### src/rtl/priority_level_defines.svh
/*
  Offsets, field positions, widths and reset values of the priority level bank.
  Assumes inclusion by bare name from files under rtl/.
*/
`ifndef PRIORITY_LEVEL_DEFINES_SVH
`define PRIORITY_LEVEL_DEFINES_SVH

`define PRI_ADDR_W 4
`define PRI_DATA_W 16
`define PRI_LEVEL_W 3
`define PRI_REG_COUNT 14

`define PRI_OFFSET_A 4'h0
`define PRI_OFFSET_B 4'h1
`define PRI_OFFSET_C 4'h2
`define PRI_OFFSET_D 4'h3
`define PRI_OFFSET_E 4'h4
`define PRI_OFFSET_F 4'h5
`define PRI_OFFSET_G 4'h6
`define PRI_OFFSET_I 4'h7
`define PRI_OFFSET_K 4'h8
`define PRI_OFFSET_L 4'h9
`define PRI_OFFSET_M 4'hA
`define PRI_OFFSET_N 4'hB
`define PRI_OFFSET_O 4'hC
`define PRI_OFFSET_R 4'hD

`define PRI_FIELD_UPPER_LSB 12
`define PRI_FIELD_SECOND_LSB 8
`define PRI_FIELD_THIRD_LSB 4
`define PRI_FIELD_LOWER_LSB 0

`define PRI_LEVEL_RESET 3'h7
`define PRI_RESERVED_MASK 16'h8888
`define PRI_READ_IDLE 16'h0000

`endif

### src/rtl/priority_level_pkg.sv
/*
  Types of the priority level bank and the packing of one register word.
  Assumes priority_level_defines.svh is on the include path.
*/
`include "priority_level_defines.svh"

package priority_level_pkg;

  typedef logic [`PRI_LEVEL_W-1:0] level_t;
  typedef logic [`PRI_DATA_W-1:0]  data_word_t;
  typedef logic [`PRI_ADDR_W-1:0]  reg_addr_t;

  typedef struct packed {
    level_t upper;
    level_t second;
    level_t third;
    level_t lower;
  } level_word_t;

  // Reserved bit positions are returned as zero.
  function automatic data_word_t pack_word(input level_word_t w);
    data_word_t d;
    d = `PRI_READ_IDLE;
    d[`PRI_FIELD_UPPER_LSB +: `PRI_LEVEL_W]  = w.upper;
    d[`PRI_FIELD_SECOND_LSB +: `PRI_LEVEL_W] = w.second;
    d[`PRI_FIELD_THIRD_LSB +: `PRI_LEVEL_W]  = w.third;
    d[`PRI_FIELD_LOWER_LSB +: `PRI_LEVEL_W]  = w.lower;
    return d;
  endfunction : pack_word

  function automatic level_word_t unpack_word(input data_word_t d);
    level_word_t w;
    w.upper  = d[`PRI_FIELD_UPPER_LSB +: `PRI_LEVEL_W];
    w.second = d[`PRI_FIELD_SECOND_LSB +: `PRI_LEVEL_W];
    w.third  = d[`PRI_FIELD_THIRD_LSB +: `PRI_LEVEL_W];
    w.lower  = d[`PRI_FIELD_LOWER_LSB +: `PRI_LEVEL_W];
    return w;
  endfunction : unpack_word

endpackage : priority_level_pkg
### src/rtl/level_read_select.sv
/*
  Read return selection for the priority level bank.
  Checks the address against the register count itself; beyond it reads the idle value.
*/
`timescale 1ns/1ns
`include "priority_level_defines.svh"

module level_read_select (
  input  wire priority_level_pkg::level_word_t words [`PRI_REG_COUNT],
  input  wire priority_level_pkg::reg_addr_t   addr,
  output      priority_level_pkg::data_word_t  data
);

  always_comb
  begin
    data = `PRI_READ_IDLE;
    if (addr < `PRI_ADDR_W'(`PRI_REG_COUNT))
    begin
      data = priority_level_pkg::pack_word(words[addr]);
    end
  end

endmodule : level_read_select

### src/rtl/level_register.sv
/*
  One priority level register: four 3-bit level fields.
  Assumes a write enable decoded from the register port on the same clock.
*/
`timescale 1ns/1ns
`include "priority_level_defines.svh"

module level_register (
  input  wire logic                          sys_clk,
  input  wire logic                          rst,
  input  wire logic                          wr_en,
  input  wire priority_level_pkg::data_word_t wr_data,
  output      priority_level_pkg::level_word_t level_word
);

  typedef struct packed {
    priority_level_pkg::level_word_t word;
  } reg_state_t;

  reg_state_t state;
  reg_state_t next_state;

  always_comb
  begin
    next_state = state;
    // Reserved bits are simply not stored, so writes to them vanish.
    if (wr_en)
    begin
      next_state.word = priority_level_pkg::unpack_word(wr_data);
    end
  end

  always_ff @(posedge sys_clk or posedge rst)
  begin
    if (rst)
    begin
      state.word.upper  <= `PRI_LEVEL_RESET;
      state.word.second <= `PRI_LEVEL_RESET;
      state.word.third  <= `PRI_LEVEL_RESET;
      state.word.lower  <= `PRI_LEVEL_RESET;
    end
    else
    begin
      state <= next_state;
    end
  end

  assign level_word = state.word;

endmodule : level_register

### src/rtl/priority_level_bank.sv
/*
  Bank of fourteen interrupt priority level registers with a plain register port.
  Each register holds four 3-bit levels, one per maskable source, and every level
  is driven out continuously to the priority resolution logic. Assumes that all
  port inputs are synchronous to sys_clk and that read and write strobes are one
  cycle long and never high together.
*/
`timescale 1ns/1ns
`include "priority_level_defines.svh"

module priority_level_bank (
  input  wire logic                         sys_clk,
  input  wire logic                         rst,
  input  wire priority_level_pkg::reg_addr_t addr,
  input  wire priority_level_pkg::data_word_t wr_data,
  input  wire logic                         wr_strobe,
  input  wire logic                         rd_strobe,
  output      priority_level_pkg::data_word_t rd_data,
  output      logic [`PRI_REG_COUNT-1:0]     level_update,
  output      priority_level_pkg::level_t    level_a_upper,
  output      priority_level_pkg::level_t    level_a_second,
  output      priority_level_pkg::level_t    level_a_third,
  output      priority_level_pkg::level_t    level_a_lower,
  output      priority_level_pkg::level_t    level_b_upper,
  output      priority_level_pkg::level_t    level_b_second,
  output      priority_level_pkg::level_t    level_b_third,
  output      priority_level_pkg::level_t    level_b_lower,
  output      priority_level_pkg::level_t    level_c_upper,
  output      priority_level_pkg::level_t    level_c_second,
  output      priority_level_pkg::level_t    level_c_third,
  output      priority_level_pkg::level_t    level_c_lower,
  output      priority_level_pkg::level_t    level_d_upper,
  output      priority_level_pkg::level_t    level_d_second,
  output      priority_level_pkg::level_t    level_d_third,
  output      priority_level_pkg::level_t    level_d_lower,
  output      priority_level_pkg::level_t    level_e_upper,
  output      priority_level_pkg::level_t    level_e_second,
  output      priority_level_pkg::level_t    level_e_third,
  output      priority_level_pkg::level_t    level_e_lower,
  output      priority_level_pkg::level_t    level_f_upper,
  output      priority_level_pkg::level_t    level_f_second,
  output      priority_level_pkg::level_t    level_f_third,
  output      priority_level_pkg::level_t    level_f_lower,
  output      priority_level_pkg::level_t    level_g_upper,
  output      priority_level_pkg::level_t    level_g_second,
  output      priority_level_pkg::level_t    level_g_third,
  output      priority_level_pkg::level_t    level_g_lower,
  output      priority_level_pkg::level_t    level_i_upper,
  output      priority_level_pkg::level_t    level_i_second,
  output      priority_level_pkg::level_t    level_i_third,
  output      priority_level_pkg::level_t    level_i_lower,
  output      priority_level_pkg::level_t    level_k_upper,
  output      priority_level_pkg::level_t    level_k_second,
  output      priority_level_pkg::level_t    level_k_third,
  output      priority_level_pkg::level_t    level_k_lower,
  output      priority_level_pkg::level_t    level_l_upper,
  output      priority_level_pkg::level_t    level_l_second,
  output      priority_level_pkg::level_t    level_l_third,
  output      priority_level_pkg::level_t    level_l_lower,
  output      priority_level_pkg::level_t    level_m_upper,
  output      priority_level_pkg::level_t    level_m_second,
  output      priority_level_pkg::level_t    level_m_third,
  output      priority_level_pkg::level_t    level_m_lower,
  output      priority_level_pkg::level_t    level_n_upper,
  output      priority_level_pkg::level_t    level_n_second,
  output      priority_level_pkg::level_t    level_n_third,
  output      priority_level_pkg::level_t    level_n_lower,
  output      priority_level_pkg::level_t    level_o_upper,
  output      priority_level_pkg::level_t    level_o_second,
  output      priority_level_pkg::level_t    level_o_third,
  output      priority_level_pkg::level_t    level_o_lower,
  output      priority_level_pkg::level_t    level_r_upper,
  output      priority_level_pkg::level_t    level_r_second,
  output      priority_level_pkg::level_t    level_r_third,
  output      priority_level_pkg::level_t    level_r_lower
);

  ////////////////////////////////////////////////////////////////////////////////
  // State and register word offsets.

  typedef struct packed {
    priority_level_pkg::data_word_t read_data;
    logic [`PRI_REG_COUNT-1:0]      update;
  } bank_state_t;

  bank_state_t state;
  bank_state_t next_state;

  localparam priority_level_pkg::reg_addr_t OFFSETS [`PRI_REG_COUNT] = '{
    `PRI_OFFSET_A, `PRI_OFFSET_B, `PRI_OFFSET_C, `PRI_OFFSET_D,
    `PRI_OFFSET_E, `PRI_OFFSET_F, `PRI_OFFSET_G, `PRI_OFFSET_I,
    `PRI_OFFSET_K, `PRI_OFFSET_L, `PRI_OFFSET_M, `PRI_OFFSET_N,
    `PRI_OFFSET_O, `PRI_OFFSET_R
  };

  priority_level_pkg::level_word_t words [`PRI_REG_COUNT];
  priority_level_pkg::data_word_t  selected_word;
  logic [`PRI_REG_COUNT-1:0]       wr_hit;

  ////////////////////////////////////////////////////////////////////////////////
  // Address decode, shared by the write enables and the change detection.

  function automatic logic reg_hit(
    input priority_level_pkg::reg_addr_t a,
    input int unsigned                   idx
  );
    return a == OFFSETS[idx];
  endfunction : reg_hit

  ////////////////////////////////////////////////////////////////////////////////
  // The registers themselves. Unmapped offsets match no register, so a write
  // there is dropped without side effect.

  genvar gi;
  generate
    for (gi = 0; gi < `PRI_REG_COUNT; gi = gi + 1)
    begin : g_reg
      assign wr_hit[gi] = wr_strobe && reg_hit(addr, gi);

      level_register u_level_register (
        .sys_clk    (sys_clk),
        .rst        (rst),
        .wr_en      (wr_hit[gi]),
        .wr_data    (wr_data),
        .level_word (words[gi])
      );
    end
  endgenerate

  level_read_select u_level_read_select (
    .words (words),
    .addr  (addr),
    .data  (selected_word)
  );

  ////////////////////////////////////////////////////////////////////////////////
  // Read return and change pulses.
  // A change pulse goes out in the cycle after a write that really altered a
  // level, so the resolution logic can re-arbitrate at once instead of waiting
  // for its next pending request. Writing the same value gives no pulse.

  always_comb
  begin
    next_state           = state;
    next_state.read_data = `PRI_READ_IDLE;
    if (rd_strobe)
    begin
      next_state.read_data = selected_word;
    end
    for (int i = 0; i < `PRI_REG_COUNT; i++)
    begin
      next_state.update[i] = wr_strobe && reg_hit(addr, i)
        && (priority_level_pkg::pack_word(words[i])
            != (wr_data & ~`PRI_RESERVED_MASK));
    end
  end

  always_ff @(posedge sys_clk or posedge rst)
  begin
    if (rst)
    begin
      state.read_data <= `PRI_READ_IDLE;
      state.update    <= '0;
    end
    else
    begin
      state <= next_state;
    end
  end

  assign rd_data      = state.read_data;
  assign level_update = state.update;

  ////////////////////////////////////////////////////////////////////////////////
  // Level outputs, binary codes 0 to 7, straight from the register flops.
  // The nonmaskable source has no field here and never appears.

  assign level_a_upper  = words[0].upper;
  assign level_a_second = words[0].second;
  assign level_a_third  = words[0].third;
  assign level_a_lower  = words[0].lower;
  assign level_b_upper  = words[1].upper;
  assign level_b_second = words[1].second;
  assign level_b_third  = words[1].third;
  assign level_b_lower  = words[1].lower;
  assign level_c_upper  = words[2].upper;
  assign level_c_second = words[2].second;
  assign level_c_third  = words[2].third;
  assign level_c_lower  = words[2].lower;
  assign level_d_upper  = words[3].upper;
  assign level_d_second = words[3].second;
  assign level_d_third  = words[3].third;
  assign level_d_lower  = words[3].lower;
  assign level_e_upper  = words[4].upper;
  assign level_e_second = words[4].second;
  assign level_e_third  = words[4].third;
  assign level_e_lower  = words[4].lower;
  assign level_f_upper  = words[5].upper;
  assign level_f_second = words[5].second;
  assign level_f_third  = words[5].third;
  assign level_f_lower  = words[5].lower;
  assign level_g_upper  = words[6].upper;
  assign level_g_second = words[6].second;
  assign level_g_third  = words[6].third;
  assign level_g_lower  = words[6].lower;
  assign level_i_upper  = words[7].upper;
  assign level_i_second = words[7].second;
  assign level_i_third  = words[7].third;
  assign level_i_lower  = words[7].lower;
  assign level_k_upper  = words[8].upper;
  assign level_k_second = words[8].second;
  assign level_k_third  = words[8].third;
  assign level_k_lower  = words[8].lower;
  assign level_l_upper  = words[9].upper;
  assign level_l_second = words[9].second;
  assign level_l_third  = words[9].third;
  assign level_l_lower  = words[9].lower;
  assign level_m_upper  = words[10].upper;
  assign level_m_second = words[10].second;
  assign level_m_third  = words[10].third;
  assign level_m_lower  = words[10].lower;
  assign level_n_upper  = words[11].upper;
  assign level_n_second = words[11].second;
  assign level_n_third  = words[11].third;
  assign level_n_lower  = words[11].lower;
  assign level_o_upper  = words[12].upper;
  assign level_o_second = words[12].second;
  assign level_o_third  = words[12].third;
  assign level_o_lower  = words[12].lower;
  assign level_r_upper  = words[13].upper;
  assign level_r_second = words[13].second;
  assign level_r_third  = words[13].third;
  assign level_r_lower  = words[13].lower;

endmodule : priority_level_bank

### config.mk
export PLATFORM = sky130hd
export DESIGN_NAME = priority_level_bank
export DESIGN_NICKNAME = d
export VERILOG_FILES = /design/src/rtl/priority_level_pkg.sv /design/src/rtl/level_read_select.sv /design/src/rtl/level_register.sv /design/src/rtl/priority_level_bank.sv
export VERILOG_INCLUDE_DIRS = /design/src /design/src/rtl
export SDC_FILE = /design/constraint.sdc
export NUM_CORES = 1
export LEC_CHECK = 0
export BUFFER_PORTS_ARGS = -buffer_cell sky130_fd_sc_hd__buf_4
export CORE_ASPECT_RATIO = 1.75
export CORE_MARGIN = 4
export CORE_UTILIZATION = 56
export DETAILED_ROUTE_END_ITERATION = 6
export GPL_TIMING_DRIVEN = 1
export PLACE_DENSITY = 0.92
export SETUP_SLACK_MARGIN = 0.02
export SYNTH_ARGS = -nofsm -noshare
export SYNTH_HDL_FRONTEND = slang
export SYNTH_SLANG_ARGS = --single-unit
### constraint.sdc
create_clock -name sys_clk -period 5.5 [get_ports sys_clk]
set_input_delay 0 -clock sys_clk [delete_from_list [all_inputs] [get_ports sys_clk]]
set_output_delay 0 -clock sys_clk [all_outputs]
set_load 0.01 [all_outputs]
==> impl_metrics.tcl, run 1 <==
set metrics [dict create \
    hold_path_class "in -> reg" \
    relSlewSlack 0.183 \
    synth_compound_area_frac 0.0258 \
    pwr-share-comb 0.318 \
    path_max_fanout 13 \
    ys_warn_count 0 \
    synth-seq-cells 194 \
    drive_gt1_frac 0.627 \
    power_frac_seq 0.459 \
    post-synth-top-area-cell "dfstp_2" \
    post_cts_resized 0 \
    initial_core_util 0.571 \
    hold_violations 0 \
    netSwitchingPower_mw 1.74 \
    ios 222 \
    rows 66 \
    grt_pass1_wl_mm 47.5 \
    clkPwrFrac 0.224 \
    critPathMaxStageDelay_ns 0.98 \
    cts_tree "yes" \
    grt_max_degree 89 \
    fin_skew_ns 0.00872 \
    startpoint_type "primary input" \
    gp_congestion 0.951 \
    postCtsHoldBufs 4 \
    io_buffers 213 \
    h-tree-depth 4 \
    numCtsBuffers 17 \
    total_power_mw 5.22 \
    yosys.area_share.simple 0.0554 \
    avgRoutedWirePerCell_um 25.3 \
    slowest_stage "nor3_2" \
    async_flop_share 1.00 \
    finalCritPeriodShare 0.392 \
    antenna_cells 0 \
    clkSlewWorstSetupHoldPaths_ns 0.07 \
    synth_cell_type_count 33 \
    clk_latency_ns 0.44 \
    path_cells "dlygate4sd3_1, buf_4, nand3b_1, nor3_2, mux2_2" \
    rsz0062_at_grt "false" \
    outcome "finished clean" \
    critPathArrivalTime_ns 2.52 \
    coreArea_um2 18600 \
    drv_cap 0 \
    syn_inst 813 \
    worstPathRequired_ns 5.86 \
    die_area_um2 21300 \
    cts_setup_buffers 0 \
    fp.dieH_um 190 \
    p_int_mw 3.48 \
    final_nets 1008 \
    drcViolationCount 0 \
    critical-path-top-delay-family "simple AND/OR/NAND/NOR gates" \
    post-route-min-period_ns 2.16 \
    synth_area_leaders "dfstp_2 42%, mux2_2 19%, xnor2_1 11%" \
    fmax_ghz 0.464 \
    yosysSeqAreaShare 0.477 \
    fin_setup_tns_ns 0 \
    synth_xor_area_frac 0.139 \
    grt-ovfl-total 0 \
    slew_viol_final 0 \
    synth_top_family_by_area "multiplexers" \
    first_pass_iters 4 \
    tightest_slew_ns 1.22 \
    crit_type "in -> reg" \
    grt_pass1_vias 7971 \
    clockBufferDepth 2 \
    die_w_um 112 \
    synth.avg_cell_area_um2 13.1 \
    endpoint_kind "register" \
    synth_fa_ha_area_frac 0 \
    p_leak_nw 5.13 \
    peakVddDrop_mv 0.243 \
    routed_wl_mm 31.3 \
    vias 7604 \
    post-synth-top-count-cell "mux2_2" \
    cts_root_buf "clkbuf_16" \
    synth-edff-count 0 \
    crit_buf_inv 2 \
    synth_top_area_share 0.416 \
    area_delta_synth_final_pct 20.1 \
    synth_mux_area_frac 0.265 \
    ys_top_cells_by_count "180 x mux2_2, 168 x dfstp_2, 132 x xnor2_1" \
    finalSetupViolCount 0 \
    cellPowerDensity_nw_per_um2 409 \
    vias_per_cell 6.16 \
    power.share.switching 0.333 \
    ys.flop_type "dfstp_2" \
    antenna_found_initial 0 \
    dpl.hpwl_mm 21.8 \
    syn_area_um2 10600 \
    cts.sinks 194 \
    drtIter0Drc 498 \
    ant_nets 0 \
    track_usage 0.293 \
]
-- tightest hold or removal path: stages --
cell and delay (ns):
buf_4 0.12, nand2_1 0.28, a21oi_1 0.08
-- cell usage in the layout (no fill, tap or decap), types with 4 or more instances in the layout --
cell type / synthesis / final
nand4_1: 33 / 33
o22ai_1: 11 / 11
dfstp_2: 168 / 168
inv_6: 0 / 8
conb_1: 1 / 4
nand2b_1: 4 / 4
nor2_1: 14 / 14
a22oi_1: 11 / 11
mux4_2: 24 / 24
o21ai_1: 9 / 9
buf_4: 13 / 216
xor2_1: 36 / 36
nand3b_1: 4 / 4
mux2i_1: 25 / 25
xnor2_1: 132 / 132
nor4_1: 9 / 9
mux2_2: 180 / 180
dlygate4sd3_1: 0 / 4
dfrtp_1: 26 / 26
nand3_1: 6 / 6
clkbuf_16: 0 / 17
nor3_1: 19 / 19
a21oi_1: 12 / 12
-- power groups by stage --
stage	Clock [mW]	Combinational [mW]	Sequential, mW
floorplan	0	0.811	2.41
global placement	0	1.60	2.38
detailed placement	0	1.65	2.40
CTS	1.19	1.67	2.38
global route	1.24	1.76	2.43
finish	1.17	1.66	2.39
-- final cells by class --
class	count	area [um2]
clock buffers	17	425
well taps	238	298
inverters	1	8.76
flip-flops and latches	194	5060
clock inverters	15	120
multi-input cells	549	5170
repair buffers	221	1670
fillers	1337	5830
-- routing by layer --
metal,part of all wire,GRT usage
met2,0.52,0.503
met5,0,0
met4,0.071,0.201
met3,0.055,0.0442
met1,0.35,0.335
-- per-stage QoR --
stage,utilization,cell area [um2],cells,setup slack [ns],hold WS [ns]
2_1_floorplan,-,10600,816,0.494,0.173
3_3_place_gp,0.654,12200,1198,3.09,0.181
3_5_place_dp,0.654,12200,1198,3.04,0.194
4_1_cts,0.686,12700,1234,3.36,0.0664
5_1_grt,0.686,12700,1235,3.21,0.117
6_report,0.686,12700,1235,3.34,0.0876
-- cells by family (layout without fill, tap and decap cells) --
kind of cell | after synthesis | after routing
mux | 229 | 229
flops | 194 | 194
xor+xnor | 168 | 168
simple gates | 102 | 102
buf+inv | 73 | 254
compound gates | 46 | 46
other cells | 1 | 4
-- final timing paths --
path                                                                           from                                                   to  slack, ns  cells after the start
worst max-delay path                                                        addr[3]  g_reg[4].u_level_register.level_word[2]$_DFFE_PP1P_       3.34                      5
worst min-delay path                                                      rd_strobe                                rd_data[13]$_DFF_PP0_       0.09                      3
worst max register to register  g_reg[4].u_level_register.level_word[1]$_DFFE_PP1P_                            level_update[4]$_DFF_PP0_       3.91                      4
worst min register to register  g_reg[8].u_level_register.level_word[6]$_DFFE_PP1P_  g_reg[8].u_level_register.level_word[6]$_DFFE_PP1P_       0.64                      1
max in group asynchronous                                                       rst                                 rd_data[1]$_DFF_PP0_       3.88                      4
min in group asynchronous                                                       rst                            level_update[4]$_DFF_PP0_       0.26                      3
-- registers in the layout, summed over array words and instances, names as in the netlist --
register and cells:
rd_data 12, level_update 14, g.u_level_register.level_word 168
Power figures use the tool's default switching activity.
==> inputs of run 2 (changes only) <==
Clock period 5.5 ns to 2.3 ns, I/O delays scaled along.
==> impl_metrics.tcl, run 2 (synthesis results as in run 1) <==
set metrics [dict create \
    endpoint_kind "register" \
    startpoint_type "primary input" \
    clkSlewWorstSetupHoldPaths_ns 0.07 \
    drtIter0Drc 601 \
    total_power_mw 12.7 \
    cellPowerDensity_nw_per_um2 982 \
    coreArea_um2 18600 \
    peakVddDrop_mv 0.678 \
    place_area_um2 12300 \
    post-route-min-period_ns 1.82 \
    initial_core_util 0.571 \
    reg2reg_from "g_reg[4].u_level_register.level_word[8]$_DFFE_PP1P_" \
    hold_path_class "in -> reg" \
    vias 7822 \
    cts_tree "yes" \
    fin_area_um2 12900 \
    avgRoutedWirePerCell_um 25.9 \
    p_leak_nw 5.22 \
    relSlewSlack 0.159 \
    ios 222 \
    hold_violations 0 \
    numCtsBuffers 17 \
    antenna_cells 0 \
    fin_skew_ns 0.00899 \
    path_max_fanout 11 \
    wl_met1_mm 10.9 \
    worstHoldStart "rd_strobe" \
    routed_wl_mm 32.3 \
    vias_per_cell 6.26 \
    h-tree-depth 4 \
    final_nets 1022 \
    antenna_found_initial 0 \
    grt_pass1_wl_mm 49.5 \
    clockBufferDepth 2 \
    track_usage 0.307 \
    largest_register_ffs 168 \
    first_pass_iters 5 \
    wl_met3_mm 2.27 \
    finalCritPeriodShare 0.792 \
    area_delta_synth_final_pct 21.6 \
    rows 66 \
    n_fill_cell 1300 \
    crit_type "in -> reg" \
    fp.dieH_um 190 \
    rsz0062_at_grt "false" \
    io_buffers 213 \
    drv_cap 0 \
    finalSetupViolCount 0 \
    cts_root_buf "clkbuf_16" \
    grt_max_degree 103 \
    grt-ovfl-total 0 \
    tightest_slew_ns 1.26 \
    slew_viol_final 0 \
    drive_gt1_frac 0.632 \
    gp_congestion 0.883 \
    grt_pass1_vias 8198 \
    wl_met2_mm 17.0 \
    dpl.hpwl_mm 22.5 \
    die_area_um2 21300 \
    layout_commonest_cell "buf_4" \
    die_w_um 112 \
    clk_latency_ns 0.45 \
    outcome "finished clean" \
    ant_nets 0 \
    final_cell_mix "229 x buf_4, 180 x mux2_2, 168 x dfstp_2, 132 x xnor2_1, 36 x xor2_1" \
    critPathArrivalTime_ns 2.19 \
    critPathLaunch "addr[3]" \
    drcViolationCount 0 \
    worstPathRequired_ns 2.67 \
    dr.max_layer_used "met4" \
    cts.sinks 194 \
    fmax_ghz 0.549 \
    whs_ns 0.103 \
]
## run 2: changes by cell type in the layout (fill, tap and decap cells not counted), sizes merged
cell | previous run | this run
inv | 9 | 6
bufinv | 0 | 1
clkinv | 5 | 6
buf | 217 | 231
clkinvlp | 2 | 3
## run 2: final timing paths
| kind | to | cells after the start | slack (ns) |
|---|---|---|---|
| max | rd_data[4]$_DFF_PP0_ | 5 | 0.48 |
| max reg2reg | level_update[4]$_DFF_PP0_ | 4 | 0.72 |
| min | rd_data[13]$_DFF_PP0_ | 3 | 0.10 |
| min in group asynchronous | level_update[8]$_DFF_PP0_ | 3 | 0.16 |
| min reg2reg | g_reg[10].u_level_register.level_word[6]$_DFFE_PP1P_ | 1 | 0.64 |
| max in group asynchronous | g_reg[7].u_level_register.level_word[5]$_DFFE_PP1P_ | 4 | 1.25 |
## run 2: repair_timing
item | in CTS | in global routing
hold buffers | 4 | 0
hold endpoints to repair | 21 | 0
setup buffers | 0 | 0
resized for setup | 0 | 0
## run 2: per-stage QoR
stage | worst slack [ns] | std cells | util | TNS (ns)
floorplan | -0.0672 | 816 | - | -1.75
global placement | 0.441 | 1213 | 0.662 | 0
detailed placement | 0.361 | 1213 | 0.662 | 0
CTS | 0.558 | 1249 | 0.695 | 0
global route | 0.290 | 1249 | 0.695 | 0
finish | 0.478 | 1249 | 0.695 | 0
## run 2: power by group
group	internal (mW)	leakage [nW]	switching (mW)
sequential	4.69	2.12	1.10
clock	1.52	0.278	1.41
combinational	2.23	2.82	1.73
## run 2: final cells by class
class	instances	area, um2	share of cell area
multi-input cells	549	5170	0.400
flip-flops and latches	194	5060	0.392
repair buffers	235	1800	0.139
clock buffers	17	425	0.0330
well taps	238	298	0.0231
clock inverters	15	148	0.0114
inverters	1	7.51	0.000582
## run 2: routing by layer
layer / track usage / up-vias
met5: 0 / -
met4: 0.199 / 0
met3: 0.0586 / 134
met2: 0.531 / 457
met1: 0.343 / 3984
li1: - / 3247
## run 2: worst max-delay path: stages
cell	delay [ns]
dlygate4sd3_1	0.56
buf_4	0.18
nor3b_1	0.99
a22oi_1	0.31
o21ai_1	0.15
